===== src/clk_ctrl_defs.vh =====
`ifndef CLK_CTRL_DEFS_VH
`define CLK_CTRL_DEFS_VH

// ---------------------------------------------------------------
// register offsets
// ---------------------------------------------------------------
`define OFS_OSC_CTRL     4'h0
`define OFS_CONFIG       4'h1
`define OFS_STATUS       4'h2

// ---------------------------------------------------------------
// oscillator_control fields
// ---------------------------------------------------------------
`define OC_IFS_HI        6
`define OC_IFS_LO        4
`define OC_EXT_RUN       3
`define OC_HF_STABLE     2
`define OC_LF_STABLE     1
`define OC_PICK          0
`define IFS_RESET        3'h6
`define IFS_SLOW         3'h0
`define IFS_FAST_MAX     3'h7

// ---------------------------------------------------------------
// config_word_one fields
// ---------------------------------------------------------------
`define CF_MODE_HI       2
`define CF_MODE_LO       0
`define CF_TWO_SPEED     3
`define CF_FAIL_SAFE     4
`define CF_POWERUP_TIMER_EN       5
`define CF_WDT_EN        6
`define CFG_RESET        8'h03

// ---------------------------------------------------------------
// clock source modes
// ---------------------------------------------------------------
`define MODE_LOW_GAIN    3'h0
`define MODE_MID_GAIN    3'h1
`define MODE_HIGH_GAIN   3'h2
`define MODE_EXT_CLOCK   3'h3
`define MODE_INT_IO      3'h4
`define MODE_INT_CLKOUT  3'h5
`define MODE_RC_IO       3'h6
`define MODE_RC          3'h7

// ---------------------------------------------------------------
// gain settings
// ---------------------------------------------------------------
`define GAIN_OFF         2'h0
`define GAIN_LOW         2'h1
`define GAIN_MID         2'h2
`define GAIN_HIGH        2'h3

// ---------------------------------------------------------------
// switch source indices
// ---------------------------------------------------------------
`define SRC_EXT          2'h0
`define SRC_FAST         2'h1
`define SRC_SLOW         2'h2

// ---------------------------------------------------------------
// timing
// ---------------------------------------------------------------
`define CORE_CLK_MHZ     100
`define OST_EDGES        1024
`define WARM_TIME_NS     2000
`define WARM_CYCLES      ((`WARM_TIME_NS * `CORE_CLK_MHZ + 999) / 1000)

`endif


===== src/sys_clock_select.v =====
// Notes on behaviour
// - frequency code picks fast divide or slow
// - frequency code resets to 4 MHz code
// - running flag shows external clock in use
// - running flag resets high
// - fast stable flag tracks warm-up, resets low
// - slow stable flag tracks warm-up, resets low
// - pick bit routes internal clock, resets low
// - top control bit always reads zero
// - crystal start-up counts 1024 input edges
// - start-up runs after wake; at power-up the reset config (external clock, timer off) goes straight to run
// - processor held during crystal start-up unless two-speed or pick bit runs it on internal clock
// - internal oscillator warm-up before use
// - external clock mode skips start-up count
// - external clock frees second oscillator pin
// - fully static, stopped clock keeps state
// - crystal mode sets amplifier gain level
// - fast and slow internal sources provided
// - switch waits fall, holds low, joins rise
// - slow oscillator enabled by listed conditions
`timescale 1ns/1ps
`include "clk_ctrl_defs.vh"

module sys_clock_select #(
    parameter ADDR_W    = 4,
    parameter OST_COUNT = `OST_EDGES,
    parameter WARM_CNT  = `WARM_CYCLES
) (
    // clock and reset
    input  wire              i_core_clk,
    input  wire              i_rst_n,
    // register port
    input  wire [ADDR_W-1:0] i_addr,
    input  wire [7:0]        i_wdata,
    input  wire              i_wr,
    input  wire              i_rd,
    output reg  [7:0]        o_rdata,
    // oscillator levels, sampled
    input  wire              i_osc1,
    input  wire              i_fast_osc,
    input  wire              i_slow_osc,
    // power events
    input  wire              i_powerup_timer_expired,
    input  wire              i_sleep,
    input  wire              i_wake,
    // clock and control outputs
    output reg               o_sys_clk,
    output reg               o_cpu_hold,
    output reg  [1:0]        o_gain,
    output reg               o_osc2_gpio,
    output reg               o_fast_osc_en,
    output reg               o_slow_osc_en
);

    // ---------------------------------------------------------------
    // state codes
    // ---------------------------------------------------------------
    localparam ST_POWERUP_TIMER  = 2'h0;
    localparam ST_OST   = 2'h1;
    localparam ST_RUN   = 2'h2;
    localparam ST_SLEEP = 2'h3;

    localparam [10:0] OST_LAST  = OST_COUNT - 1;
    localparam [15:0] WARM_LAST = WARM_CNT;

    // ---------------------------------------------------------------
    // decode helpers
    // ---------------------------------------------------------------
    function is_crystal;
        input [2:0] mode;
        begin
            is_crystal = (mode == `MODE_LOW_GAIN) ||
                         (mode == `MODE_MID_GAIN) ||
                         (mode == `MODE_HIGH_GAIN);
        end
    endfunction

    function is_internal;
        input [2:0] mode;
        begin
            is_internal = (mode == `MODE_INT_IO) ||
                          (mode == `MODE_INT_CLKOUT);
        end
    endfunction

    function ext_flag_reset;
        input [7:0] cfg;
        begin
            ext_flag_reset = ~(cfg[`CF_FAIL_SAFE] |
                (cfg[`CF_TWO_SPEED] &
                 is_crystal(cfg[`CF_MODE_HI:`CF_MODE_LO])));
        end
    endfunction

    // ---------------------------------------------------------------
    // registers
    // ---------------------------------------------------------------
    reg  [2:0]  ifs_q;
    reg         pick_q;
    reg  [7:0]  cfg_q;
    reg         ext_flag_q;
    reg  [1:0]  state_q;
    reg         por_q;
    reg  [10:0] ost_cnt_q;
    reg         osc1_prev_q;
    reg         fast_prev_q;
    reg  [6:0]  post_cnt_q;
    reg         fast_div_q;
    wire [1:0]  stable;
    wire [1:0]  osc_en;

    wire [2:0] mode      = cfg_q[`CF_MODE_HI:`CF_MODE_LO];
    wire       two_speed = cfg_q[`CF_TWO_SPEED];
    wire       crystal   = is_crystal(mode);
    wire       ext_ready = (state_q == ST_RUN);
    wire       asleep    = (state_q == ST_SLEEP);

    // ---------------------------------------------------------------
    // source choice
    // ---------------------------------------------------------------
    // pick routes internal clock
    wire use_int = pick_q | is_internal(mode) |
                   (two_speed & crystal & ~ext_ready);
    wire want_slow = (ifs_q == `IFS_SLOW);
    wire [1:0] target = !use_int  ? `SRC_EXT :
                        want_slow ? `SRC_SLOW : `SRC_FAST;
    wire target_stable = want_slow ? stable[1] : stable[0];

    wire slow_need = (want_slow & use_int & ~asleep) |
                     cfg_q[`CF_POWERUP_TIMER_EN] | cfg_q[`CF_WDT_EN] |
                     cfg_q[`CF_FAIL_SAFE];
    // fast source for codes above zero
    wire fast_need = ~want_slow & ~asleep &
                     (use_int | two_speed);

    assign osc_en = {slow_need, fast_need};

    // ---------------------------------------------------------------
    // warm-up timers
    // ---------------------------------------------------------------
    genvar g;
    generate
        for (g = 0; g < 2; g = g + 1) begin : warm
            reg [15:0] cnt_q;
            always @(posedge i_core_clk) begin
                if (!i_rst_n || !osc_en[g]) begin
                    cnt_q <= 16'h0000;
                end else if (cnt_q != WARM_LAST) begin
                    cnt_q <= cnt_q + 16'h0001;
                end
            end
            assign stable[g] = (cnt_q == WARM_LAST);
        end
    endgenerate

    // ---------------------------------------------------------------
    // fast postscaler
    // ---------------------------------------------------------------
    wire fast_rise = i_fast_osc & ~fast_prev_q;
    wire [2:0] shift_sel = `IFS_FAST_MAX - ifs_q - 3'h1;
    wire [6:0] post_mask = (7'h01 << shift_sel) - 7'h01;

    always @(posedge i_core_clk) begin
        if (!i_rst_n) begin
            fast_prev_q <= 1'b0;
            post_cnt_q  <= 7'h00;
            fast_div_q  <= 1'b0;
        end else begin
            fast_prev_q <= i_fast_osc;
            if (ifs_q == `IFS_FAST_MAX) begin
                fast_div_q <= i_fast_osc;
            end else if (fast_rise) begin
                if ((post_cnt_q & post_mask) == post_mask) begin
                    post_cnt_q <= 7'h00;
                    fast_div_q <= ~fast_div_q;
                end else begin
                    post_cnt_q <= post_cnt_q + 7'h01;
                end
            end
        end
    end

    // ---------------------------------------------------------------
    // start-up sequencer
    // ---------------------------------------------------------------
    wire osc1_rise = i_osc1 & ~osc1_prev_q;

    always @(posedge i_core_clk) begin
        if (!i_rst_n) begin
            state_q     <= ST_POWERUP_TIMER;
            por_q       <= 1'b1;
            ost_cnt_q   <= 11'h000;
            osc1_prev_q <= 1'b0;
        end else begin
            osc1_prev_q <= i_osc1;
            case (state_q)
                ST_POWERUP_TIMER: begin
                    if (!cfg_q[`CF_POWERUP_TIMER_EN] || i_powerup_timer_expired) begin
                        por_q     <= 1'b0;
                        ost_cnt_q <= 11'h000;
                        state_q   <= crystal ? ST_OST : ST_RUN;
                    end
                end
                ST_OST: begin
                    if (i_sleep) begin
                        state_q <= ST_SLEEP;
                    end else if (!crystal) begin
                        state_q <= ST_RUN;
                    end else if (osc1_rise) begin
                        if (ost_cnt_q == OST_LAST) begin
                            state_q <= ST_RUN;
                        end else begin
                            ost_cnt_q <= ost_cnt_q + 11'h001;
                        end
                    end
                end
                ST_RUN: begin
                    if (i_sleep) begin
                        state_q <= ST_SLEEP;
                    end
                end
                ST_SLEEP: begin
                    if (i_wake) begin
                        ost_cnt_q <= 11'h000;
                        state_q   <= crystal ? ST_OST : ST_RUN;
                    end
                end
                default: begin
                    state_q <= ST_POWERUP_TIMER;
                end
            endcase
        end
    end

    // ---------------------------------------------------------------
    // clock switch
    // ---------------------------------------------------------------
    wire       sw_clk;
    wire [1:0] sw_src;
    reg  [1:0] sw_target;

    glitchless_clock_switch u_switch (
        .i_core_clk (i_core_clk),
        .i_rst_n    (i_rst_n),
        .i_src      ({i_slow_osc, fast_div_q, i_osc1}),
        .i_target   (sw_target),
        .o_clk_out  (sw_clk),
        .o_cur_src  (sw_src),
        .o_busy     ()
    );

    always @* begin
        sw_target = sw_src;
        if (target == `SRC_EXT) begin
            if (ext_ready) begin
                sw_target = `SRC_EXT;
            end
        end else if (target_stable) begin
            sw_target = target;
        end
    end

    // ---------------------------------------------------------------
    // outputs
    // ---------------------------------------------------------------
    always @(posedge i_core_clk) begin
        if (!i_rst_n) begin
            o_sys_clk     <= 1'b0;
            o_cpu_hold    <= 1'b1;
            o_gain        <= `GAIN_OFF;
            o_osc2_gpio   <= 1'b0;
            o_fast_osc_en <= 1'b0;
            o_slow_osc_en <= 1'b0;
            ext_flag_q    <= ext_flag_reset(`CFG_RESET);
        end else begin
            o_sys_clk     <= sw_clk;
            o_cpu_hold    <= asleep || (state_q == ST_POWERUP_TIMER) ||
                             (use_int ? !target_stable : !ext_ready);
            case (mode)
                `MODE_LOW_GAIN:  o_gain <= `GAIN_LOW;
                `MODE_MID_GAIN:  o_gain <= `GAIN_MID;
                `MODE_HIGH_GAIN: o_gain <= `GAIN_HIGH;
                default:         o_gain <= `GAIN_OFF;
            endcase
            o_osc2_gpio   <= (mode == `MODE_EXT_CLOCK) ||
                             (mode == `MODE_INT_IO) ||
                             (mode == `MODE_RC_IO);
            o_fast_osc_en <= fast_need;
            o_slow_osc_en <= slow_need;
            ext_flag_q    <= (sw_src == `SRC_EXT) &&
                             !is_internal(mode);
        end
    end

    // ---------------------------------------------------------------
    // register port
    // ---------------------------------------------------------------
    wire [7:0] osc_ctrl_rd = {1'b0, ifs_q, ext_flag_q,
                              stable[0], stable[1], pick_q};
    wire [7:0] status_rd   = {2'h0, o_osc2_gpio, o_cpu_hold,
                              sw_src, state_q};

    always @(posedge i_core_clk) begin
        if (!i_rst_n) begin
            ifs_q   <= `IFS_RESET;
            pick_q  <= 1'b0;
            cfg_q   <= `CFG_RESET;
            o_rdata <= 8'h00;
        end else begin
            if (i_wr) begin
                if (i_addr == `OFS_OSC_CTRL) begin
                    ifs_q  <= i_wdata[`OC_IFS_HI:`OC_IFS_LO];
                    pick_q <= i_wdata[`OC_PICK];
                end else if (i_addr == `OFS_CONFIG) begin
                    cfg_q  <= {1'b0, i_wdata[6:0]};
                end
            end
            o_rdata <= 8'h00;
            if (i_rd) begin
                if (i_addr == `OFS_OSC_CTRL) begin
                    o_rdata <= osc_ctrl_rd;
                end else if (i_addr == `OFS_CONFIG) begin
                    o_rdata <= cfg_q;
                end else if (i_addr == `OFS_STATUS) begin
                    o_rdata <= status_rd;
                end
            end
        end
    end

endmodule


===== src/glitchless_clock_switch.v =====
`timescale 1ns/1ps
`include "clk_ctrl_defs.vh"

module glitchless_clock_switch (
    // clock and reset
    input  wire       i_core_clk,
    input  wire       i_rst_n,
    // source levels and target
    input  wire [2:0] i_src,
    input  wire [1:0] i_target,
    // switched clock
    output reg        o_clk_out,
    output reg  [1:0] o_cur_src,
    output reg        o_busy
);

    localparam SW_RUN       = 2'h0;
    localparam SW_WAIT_FALL = 2'h1;
    localparam SW_WAIT_RISE = 2'h2;

    reg [1:0] state_q;
    reg [1:0] next_src_q;
    reg [2:0] src_prev_q;

    wire cur_lvl  = i_src[o_cur_src];
    wire cur_fell = src_prev_q[o_cur_src] & ~cur_lvl;
    wire new_rose = ~src_prev_q[next_src_q] & i_src[next_src_q];

    always @(posedge i_core_clk) begin
        if (!i_rst_n) begin
            state_q    <= SW_RUN;
            next_src_q <= `SRC_EXT;
            src_prev_q <= 3'h0;
            o_clk_out  <= 1'b0;
            o_cur_src  <= `SRC_EXT;
            o_busy     <= 1'b0;
        end else begin
            src_prev_q <= i_src;
            case (state_q)
                SW_RUN: begin
                    o_clk_out <= cur_lvl;
                    if (i_target != o_cur_src) begin
                        next_src_q <= i_target;
                        state_q    <= SW_WAIT_FALL;
                        o_busy     <= 1'b1;
                    end
                end
                SW_WAIT_FALL: begin
                    o_clk_out <= cur_lvl;
                    if (cur_fell) begin
                        o_clk_out <= 1'b0;
                        state_q   <= SW_WAIT_RISE;
                    end
                end
                SW_WAIT_RISE: begin
                    o_clk_out <= 1'b0;
                    if (new_rose) begin
                        o_clk_out <= 1'b1;
                        o_cur_src <= next_src_q;
                        state_q   <= SW_RUN;
                        o_busy    <= 1'b0;
                    end
                end
                default: begin
                    state_q <= SW_RUN;
                end
            endcase
        end
    end

endmodule


===== config.mk =====
export PLATFORM = sky130hd
export DESIGN_NAME = sys_clock_select
export DESIGN_NICKNAME = d
export VERILOG_FILES = /design/src/sys_clock_select.v /design/src/glitchless_clock_switch.v
export VERILOG_INCLUDE_DIRS = /design/src /design/src/src
export SDC_FILE = /design/constraint.sdc
export NUM_CORES = 1
export LEC_CHECK = 0
export ABC_AREA = 1
export ABC_CLOCK_PERIOD_IN_PS = 2450
export BUFFER_PORTS_ARGS = -buffer_cell sky130_fd_sc_hd__buf_4
export CAP_MARGIN = 0
export CORE_MARGIN = 5
export CORE_UTILIZATION = 53
export DETAILED_ROUTE_END_ITERATION = 10
export GPL_TIMING_DRIVEN = 0
export PLACE_DENSITY = 0.71
export SYNTH_ARGS = -nofsm -noshare
export SYNTH_HDL_FRONTEND = slang
export SYNTH_SLANG_ARGS = --single-unit

===== constraint.sdc =====
create_clock -name i_core_clk -period 2.45 [get_ports i_core_clk]
set_clock_uncertainty 0.2 [all_clocks]
set_input_delay 0.49 -clock i_core_clk [delete_from_list [all_inputs] [get_ports i_core_clk]]
set_output_delay 0.49 -clock i_core_clk [all_outputs]
set_load 0.01 [all_outputs]

# After elaboration in Yosys (flattened, before gate mapping)
# Cells that the tools add are included.
# op_classes
bitwise	29
shifts	1
add_sub_neg	7
n_reduce_logical	40
mux	46
n_lt_le_gt_ge	2
eq_ne	33
# op_table
cell	count
$mux 11	6
$pmux 11 s3	1
$add 16x1->16 const B	2
$eq 16x8->1 const B	2
$mux 2	16
$ne 16x8->1 const B	2
$mux 7	3
$ne 2x2->1 const B	7
$eq 3x3->1 const B	4
$not 1->1	12
$pmux 2 s3	2
$reduce_and 2->1	6
$add 11x1->11 const B	1
$eq 11x10->1 const B	1
$mux 1	11
$and 1x1->1	10
$logic_or 1x1->1	10
$bmux 1 s2	4
$logic_not 2->1	4
$ne 4x4->1 const B	2
$pmux 2 s4	1
$add 7x1->7 const B	1
$and 7x7->7	1
$eq 7x7->1	1
other kinds (26)	48
# totals
word_cells	183
regBits	92
input_bits	22
out_inout_bits	15

# Depth between registers and ports, before layout
# Gate-level depths: netlist of run 1.
# logic_depth
word_depth	13
depth_mapped	16
ltp_nobuf	16

# By module
# Synthesis of run 1 repeated with hierarchy kept, for this count alone.
# unflattened
cells_unflattened	663
hier_area_um2	4784.6
# modules_own_cells
module	seq_area_each_um2	area_each_um2	cells_each	instances
sys_clock_select	1621.6	4164.0	574	1
glitchless_clock_switch	220.2	620.6	89	1

# Least setup slack after synthesis of run 1
# OpenSTA, ideal clock, no wires.
# synth_path
path_type	reg-to-reg
from	register state_q[0]
to	register ost_cnt_q[7]
stages_incl_launch_ff	13
required_ps	2192
path_buffers	0
arrival_ps	1691
period_less_slack_ps	1949
setup_slack_ps	501
setup_ps	58
cell_sequence	dfxtp_1 inv_1 ha_1 inv_1 o21ai_0 nor2_1 nand4_1 nand2_2 inv_2 nor2_1 nand2_1 a21oi_1 o21a_1
# synth_via
elab_chain_cells	3
elab_cells_between_ends	12
classes_between	8 x eq/ne; 1 x mux; 3 x reduce/logical
# synth_lines
element	line_no	rtl
from (decl)	sys_clock_select.v:102	reg [1:0] state_q;
from (signal assigned)	sys_clock_select.v:201	state_q <= crystal ? ST_OST : ST_RUN;
from (signal assigned)	sys_clock_select.v:225	state_q <= crystal ? ST_OST : ST_RUN;
$eq 2x1->1 (tied with other cells)	sys_clock_select.v:196	case (state_q)
$ne 2x2->1 (no line) / $reduce_bool 3->1 (equally long branches)	-	
$reduce_and 7->1 (no line)	-	
to (signal assigned)	sys_clock_select.v:213	ost_cnt_q <= ost_cnt_q + 11'h001;
to (decl)	sys_clock_select.v:104	reg [10:0] ost_cnt_q;
# Several ways; a longest one is shown, not always the timed one.
# A chain may end at the register's enable or synchronous reset.

# Worst setup path after layout of run 1
# layout_path
from	register state_q[1]
to	register ost_cnt_q[7]
# Same word-level chain as after synthesis.

==> impl_metrics.csv, run 1 <==
group,metric,value,unit
clocking,clock-sinks,90,
setup_path,reg2reg_depth,12,
floorplanning,die_height,103,um
logic_synthesis,syn_area,0.00463,mm2
sta,fin_crit,2.28,ns
drt,num_vias,4103,
floorplanning,start_util,53.6,%
logic_synthesis,synth_warnings,0,
logic_synthesis,synth_area_per_cell,7.26,um2
cells_and_area,final_nets,720,
logic_synthesis,ys.flop_type,"dfxtp_1",
cells_and_area,antenna_cells,0,
floorplanning,dieArea,0.0107,mm2
sta,period_share,93.1,%
cells_and_area,drive_gt1_share,16.4,%
place,dp_hpwl,7740,um
setup_path,critical_path_arrival,2.39,ns
global_route,grt_overflow,0,
logic_synthesis,synth_compound_area_share,15.9,%
setup_path,start_kind,"flip-flop",
global_route,grtUsageTotal,19.6,%
global_route,antenna_found_initial,0,
logic_synthesis,synth_top_family_by_area,"simple AND/OR/NAND/NOR gates",
clocking,numCtsBuffers,9,
pwr,swShare,25.0,%
status,status,"complete, no violations",
drt,drtAntennaViolNets,0,
sta,final-setup-viol-count,0,
sta,grt_setup_unrepaired,"false",
min_path,min_delay_worst_endpoint,"u_switch.src_prev_q[0]",
min_path,min_from,"i_osc1",
cells_and_area,final_common_cell,"nand2_1",
global_route,grt_pass1_vias,3804,
min_path,min_path_type,"input port to flip-flop",
drt,post_drt_wl_per_cell,12.6,um
sta,worst_slack,0.168,ns
pwr,p_leak,2.17,nW
pwr,seqPwrFrac,49.8,%
pwr,switchingPower,0.769,mW
setup_path,r2r_start,"state_q[1]",
global_route,grt_pass1_wl,16800,um
floorplanning,pin_count,37,
pwr,internal-power,2.31,mW
sta,fin_hold_ws,0.137,ns
logic_synthesis,synth_xor_area_share,0.946,%
clocking,cts.clk_slew.worst_paths,0.09,ns
sta,slew_headroom,56.7,%
global_route,grt_max_degree,15,
drt,highest-signal-layer,"met4",
logic_synthesis,synth_fa_ha_area_share,4.05,%
clocking,cts_tree,"done",
floorplanning,core,0.00864,mm2
flow_run,max-cap-violations,0,
sta,tightest_slew,0.650,ns
logic_synthesis,ys_seq_area_share,38.9,%
drt,drc,0,
drt,drtPass1Iterations,4,
logic_synthesis,syn-num-nets,675,
place,place_ws,0.141,ns
pwr,max-vdd-ir-drop,0.000389,V
place,gp_congestion,0.894,
logic_synthesis,synth_mux_area_share,0.216,%
logic_synthesis,syn_inst,638,
clocking,cts_buffer_depth,2,
drt,met2WireLength,4790,um
sta,fmax,438,MHz
clocking,cts-root-buf,"clkbuf_8",
logic_synthesis,ys_async_sr_fraction,0,%
logic_synthesis,synth_cell_types,54,
pwr,powerDensity,585,mW/mm2
setup_path,cp.required,2.56,ns
place,portBuffers,33,
drt,viasPerCell,5.16,
setup_path,crit_path_max_fanout,8,
drt,drtIter0Drc,197,
clocking,worstSkewPairLatency,0.36,ns
setup_path,critPathCaptureType,"flip-flop",
sta,hold_viol,0,
setup_path,path_class,"flip-flop to flip-flop",
logic_synthesis,synth_edf_count,0,
pwr,pwr-share-comb,11.8,%
cells_and_area,syn_to_final_growth,13.6,%
sta,final_max_slew_viol_count,0,
setup_path,r2r-end,"ost_cnt_q[7]",
clocking,h-tree-depth,3,
sta,finalSetupTns,0,ns
logic_synthesis,synth-simple-area-share,30.4,%
drt,wl,10000,um
drt,wl_met3,323,um
pwr,clockPowerShare,38.4,%
min_path,whs_path_depth,3,
floorplanning,rows,34,
cells_and_area,layout_common_cells,"nand2_1 (100), inv_1 (91), dfxtp_1 (87)",
floorplanning,fp.dieW,103,um
setup_path,worst-r2r-setup-slack,0.17,ns
drt,met1Wirelength,4740,um
logic_synthesis,ys_seq_elements,90,
[Yosys cell counts (5+ instances only)]
master / count / area [um2]
nor3_1: 25 / 125
ha_1: 15 / 188
nor2_2: 6 / 37.5
nand3_1: 40 / 200
nor2_1: 77 / 289
inv_2: 10 / 37.5
o21ai_0: 31 / 155
nand2_2: 11 / 68.8
a21oi_1: 56 / 280
nand2_1: 100 / 375
dfxtp_1: 90 / 1800
inv_1: 92 / 345
nand4_1: 5 / 31.3
[per-layer routing]
| layer | GRT usage [%] | vias to the layer above |
|---|---|---|
| li1 | - | 2172 |
| met1 | 25.8 | 1869 |
| met2 | 32.5 | 46 |
| met3 | 3.02 | 16 |
| met4 | 7.37 | 0 |
| met5 | 0 | - |
[metrics by stage]
stage               power (mW)  cell area [um2]  instances  util, %
global route              3.22             5260        795     60.9
detailed placement        1.91             5010        779     58.1
floorplan                 1.80             4630        638        -
global placement          1.90             5010        779     58.1
CTS                       3.09             5250        794     60.7
finish                    3.08             5260        795     60.9
[power groups by stage]
stage / sequential (mW) / clock [mW] / combinational (mW)
after detailed placement: 1.56 / 0 / 0.349
final: 1.53 / 1.18 / 0.363
after global routing: 1.54 / 1.28 / 0.408
after global placement: 1.56 / 0 / 0.341
after floorplan: 1.56 / 0 / 0.240
after CTS: 1.53 / 1.21 / 0.351
[cell type report]
class / instances / area, um2
Multi-Input combinational cell: 437 / 2390
Sequential cell: 90 / 1810
Inverter: 104 / 395
Clock buffer: 10 / 128
Buffer: 7 / 43.8
Timing Repair Buffer: 34 / 255
Fill cell: 841 / 3380
Tap cell: 108 / 135
Clock inverter: 5 / 104
[how the worst max path moves through the flow]
| stage | from | end | slack, ns | depth (start not counted) |
|---|---|---|---|---|
| after floorplan | state_q[0] | ost_cnt_q[7] | 0.50 | 12 |
| after global placement | state_q[0] | ost_cnt_q[7] | 0.26 | 12 |
| after detailed placement | state_q[1] | ost_cnt_q[7] | 0.14 | 12 |
| after CTS | state_q[1] | ost_cnt_q[7] | 0.11 | 12 |
| after global routing | ifs_q[1] | post_cnt_q[3] | 0.007 | 14 |
| final | state_q[1] | ost_cnt_q[7] | 0.17 | 12 |
[worst max-delay path, cell delays in order, from the launching register on]
cell,delay [ns]
dfxtp_2,0.37
inv_1,0.10
ha_1,0.33
inv_1,0.09
o21ai_0,0.10
nor2_1,0.15
nand4_1,0.13
nand2_2,0.15
inv_2,0.09
nor2_1,0.14
nand2_1,0.10
a21oi_1,0.16
o21a_1,0.13
[kinds of logic after synthesis]
family | after synthesis
other | 1
flip-flops | 90
adder cells (fa/ha/maj) | 15
buffers and inverters | 111
XOR/XNOR | 5
multiplexers | 1
AND/OR/NAND/NOR | 293
AO/OA/AOI/OAI | 122
[sequential cells by signal (all words and copies together) (netlist names), 2 cells and up]
register,count
o_gain,2
ost_cnt_q,11
post_cnt_q,7
cfg_q,7
ifs_q,3
u_switch.src_prev_q,3
state_q,2
u_switch.next_src_q,2
warm.cnt_q,32
u_switch.o_cur_src,2
o_rdata,7
u_switch.state_q,2
[repair_timing]
action / 4_1_cts / 5_1_grt
hold buffers: 0 / 0
setup endpoints to repair: 0 / 5
gates resized for setup: 0 / 5
setup buffers: 0 / 1
Note: power is estimated with default switching activity, not from simulation.
==> run 2, diff against run 1 <==
- ABC_AREA: 1 -> default
==> run 2 against run 1 <==
Global-route usage fell by 0.37 points. Sequential share of layout area fell by 0.098 points. Largest cell class unchanged. Combinational power fell by 18%. Critical path depth fell by 4. Synthesized area fell by 2.5%. Wire length fell by 3.5%.
==> impl_metrics.csv, run 2 <==
group,metric,value,unit
logic_synthesis,synth_area_leaders,"dfxtp_1 (40%), nor2_1 (5.6%), ha_1 (4.2%), nand2_1 (3.7%), xor2_1 (3.7%)",
cells_and_area,final_cell_count_no_fill,682,
clocking,cts.clk_slew.worst_paths,0.09,ns
pwr,max-vdd-ir-drop,0.000282,V
place,dpl_cell_area,0.00490,mm2
setup_path,crit_path_max_fanout,5,
drt,viasPerCell,5.55,
sta,grt_setup_unrepaired,"true",
sta,final_max_slew_viol_count,0,
floorplanning,pin_count,37,
drt,drtIter0Drc,184,
sta,fmax,425,MHz
cells_and_area,final_nets,609,
sta,tightest_slew,0.846,ns
logic_synthesis,synth_warnings,0,
place,dp_cells,658,
logic_synthesis,synth_area_per_cell,8.70,um2
place,dp_hpwl,7130,um
pwr,seqPwrFrac,53.9,%
cells_and_area,antenna_cells,0,
clocking,clock-sinks,90,
sta,final-setup-viol-count,0,
place,portBuffers,34,
global_route,grt_pass1_wl,16200,um
setup_path,path_class,"flip-flop to flip-flop",
global_route,grt_max_degree,16,
cells_and_area,syn_to_final_growth,16.8,%
cells_and_area,fillers,714,
floorplanning,start_util,54.7,%
floorplanning,fp.dieW,102,um
pwr,internal-power,2.08,mW
sta,period_share,96.1,%
cells_and_area,multiInputGateArea,0.00266,mm2
floorplanning,die_height,102,um
cells_and_area,final_common_cell,"dfxtp_1",
floorplanning,dieArea,0.0105,mm2
clocking,cts_hold_buf,0,
logic_synthesis,syn-num-nets,556,
clocking,worstSkewPairLatency,0.35,ns
pwr,powerDensity,530,mW/mm2
status,status,"complete, no violations",
pwr,clockPowerShare,35.5,%
cells_and_area,drive_gt1_share,17.7,%
cells_and_area,largest_register,"warm.cnt_q",
drt,post_drt_wl_per_cell,14.2,um
logic_synthesis,synth_edf_count,0,
clocking,cts_tree,"done",
sta,hold_viol,0,
min_path,min_path_type,"input port to flip-flop",
drt,wl,9670,um
cells_and_area,largest_register_ffs,32,
drt,drc,0,
clocking,cts_buffer_depth,2,
sta,slew_headroom,43.4,%
clocking,h-tree-depth,3,
pwr,switchingPower,0.710,mW
floorplanning,rows,33,
logic_synthesis,yosysTopAreaCell,"dfxtp_1",
logic_synthesis,synth_cell_types,72,
setup_path,start_kind,"flip-flop",
cells_and_area,layout_common_cells,"dfxtp_1 (87), nor2_1 (67), nand2_1 (45)",
logic_synthesis,ys_seq_area_share,39.9,%
flow_run,max-cap-violations,0,
logic_synthesis,synth_top_area_share,39.9,%
floorplanning,core,0.00826,mm2
cells_and_area,top_regs,"warm.cnt_q x32, ost_cnt_q x11",
drt,num_vias,3782,
setup_path,cp.required,2.55,ns
logic_synthesis,synth_common_cells,"dfxtp_1 (90), nor2_1 (67), nand2_1 (45)",
sta,fin_crit,2.35,ns
clocking,numCtsBuffers,9,
drt,drtPass1Iterations,4,
global_route,antenna_found_initial,0,
logic_synthesis,ys_async_sr_fraction,0,%
clocking,cts-root-buf,"clkbuf_8",
logic_synthesis,post-synth-top-count-cell,"dfxtp_1",
cells_and_area,finalInstanceArea,0.00527,mm2
global_route,grtUsageTotal,19.2,%
place,gp_congestion,0.863,
global_route,grt_pass1_vias,3576,
global_route,grt_overflow,0,
setup_path,critPathCaptureType,"flip-flop",
pwr,p_leak,1.92,nW
cells_and_area,seq_area,0.00181,mm2
pwr,pwr-share-comb,10.6,%
logic_synthesis,ys.flop_type,"dfxtp_1",
pwr,swShare,25.4,%
drt,drtAntennaViolNets,0,
logic_synthesis,syn_inst,519,
logic_synthesis,ys_seq_elements,90,
logic_synthesis,syn_area,0.00451,mm2
setup_path,critical_path_arrival,2.45,ns
run 2: timing repair:
item | in CTS | in global routing
setup buffers | 0 | 8
pin swaps | 1 | 6
setup endpoints to repair | 14 | 29
gates resized for setup | 7 | 23
run 2: metal layers:
layer	track usage [%]	vias up	share of wire (%)
met5	0	-	0
met4	6.46	0	1.2
met3	4.30	12	5.1
met2	32.9	74	47
met1	24.0	1786	47
li1	-	1910	-
run 2: final cells by class:
type | instances | area share [%]
Sequential cell | 90 | 34.2
Clock buffer | 9 | 2.35
Inverter | 22 | 1.57
Clock inverter | 7 | 1.30
Buffer | 14 | 1.68
Multi-Input combinational cell | 393 | 50.4
Timing Repair Buffer | 42 | 5.98
Tap cell | 105 | 2.49
run 2: metrics by stage:
| stage | setup slack, ns | TNS, ns | util, % | hold WS, ns | total power [mW] |
|---|---|---|---|---|---|
| final | 0.0954 | 0 | 63.9 | 0.157 | 2.79 |
| after global routing | -0.0472 | -0.121 | 63.9 | 0.153 | 2.92 |
| after CTS | 0.00234 | 0 | 62.0 | 0.147 | 2.79 |
| after detailed placement | -0.196 | -1.36 | 59.3 | 0.237 | 1.80 |
| after global placement | -0.156 | -0.914 | 59.3 | 0.232 | 1.79 |
| after floorplan | 0.146 | 0 | - | 0.220 | 1.70 |
run 2: worst paths after layout:
path,start,to,slack [ns],cells after the start
min,i_slow_osc,u_switch.src_prev_q[2],0.16,2
max,warm[0].cnt_q[1],u_switch.next_src_q[0],0.1,8
min reg2reg,u_switch.o_clk_out,o_sys_clk,0.25,1
max reg2reg,warm[0].cnt_q[1],u_switch.next_src_q[0],0.1,8
run 2: power by group through the flow:
stage,registers (mW),clock network (mW),logic (mW)
final,1.51,0.992,0.296
after detailed placement,1.54,0,0.259
after global placement,1.54,0,0.253
after global routing,1.51,1.08,0.324
after CTS,1.51,1.02,0.267
after floorplan,1.54,0,0.166
run 2: critical path: stages, from the launching register on:
cell and delay (ns):
dfxtp_1 0.34, inv_1 0.08, ha_1 0.16, nor4b_4 0.24, nand4_4 0.20, o32ai_4 0.34
a21oi_2 0.12, or4b_1 0.54, nand2_1 0.09
run 2: cells by family after synthesis:
logic type / after synthesis / synth area share, %
AO/OA/AOI/OAI: 86 / 13.7
XOR/XNOR: 36 / 6.98
adder cells (fa/ha/maj): 15 / 4.16
buffers and inverters: 36 / 3.49
flip-flops: 90 / 39.9
multiplexers: 12 / 2.66
other: 1 / 0.0831
AND/OR/NAND/NOR: 243 / 29.0
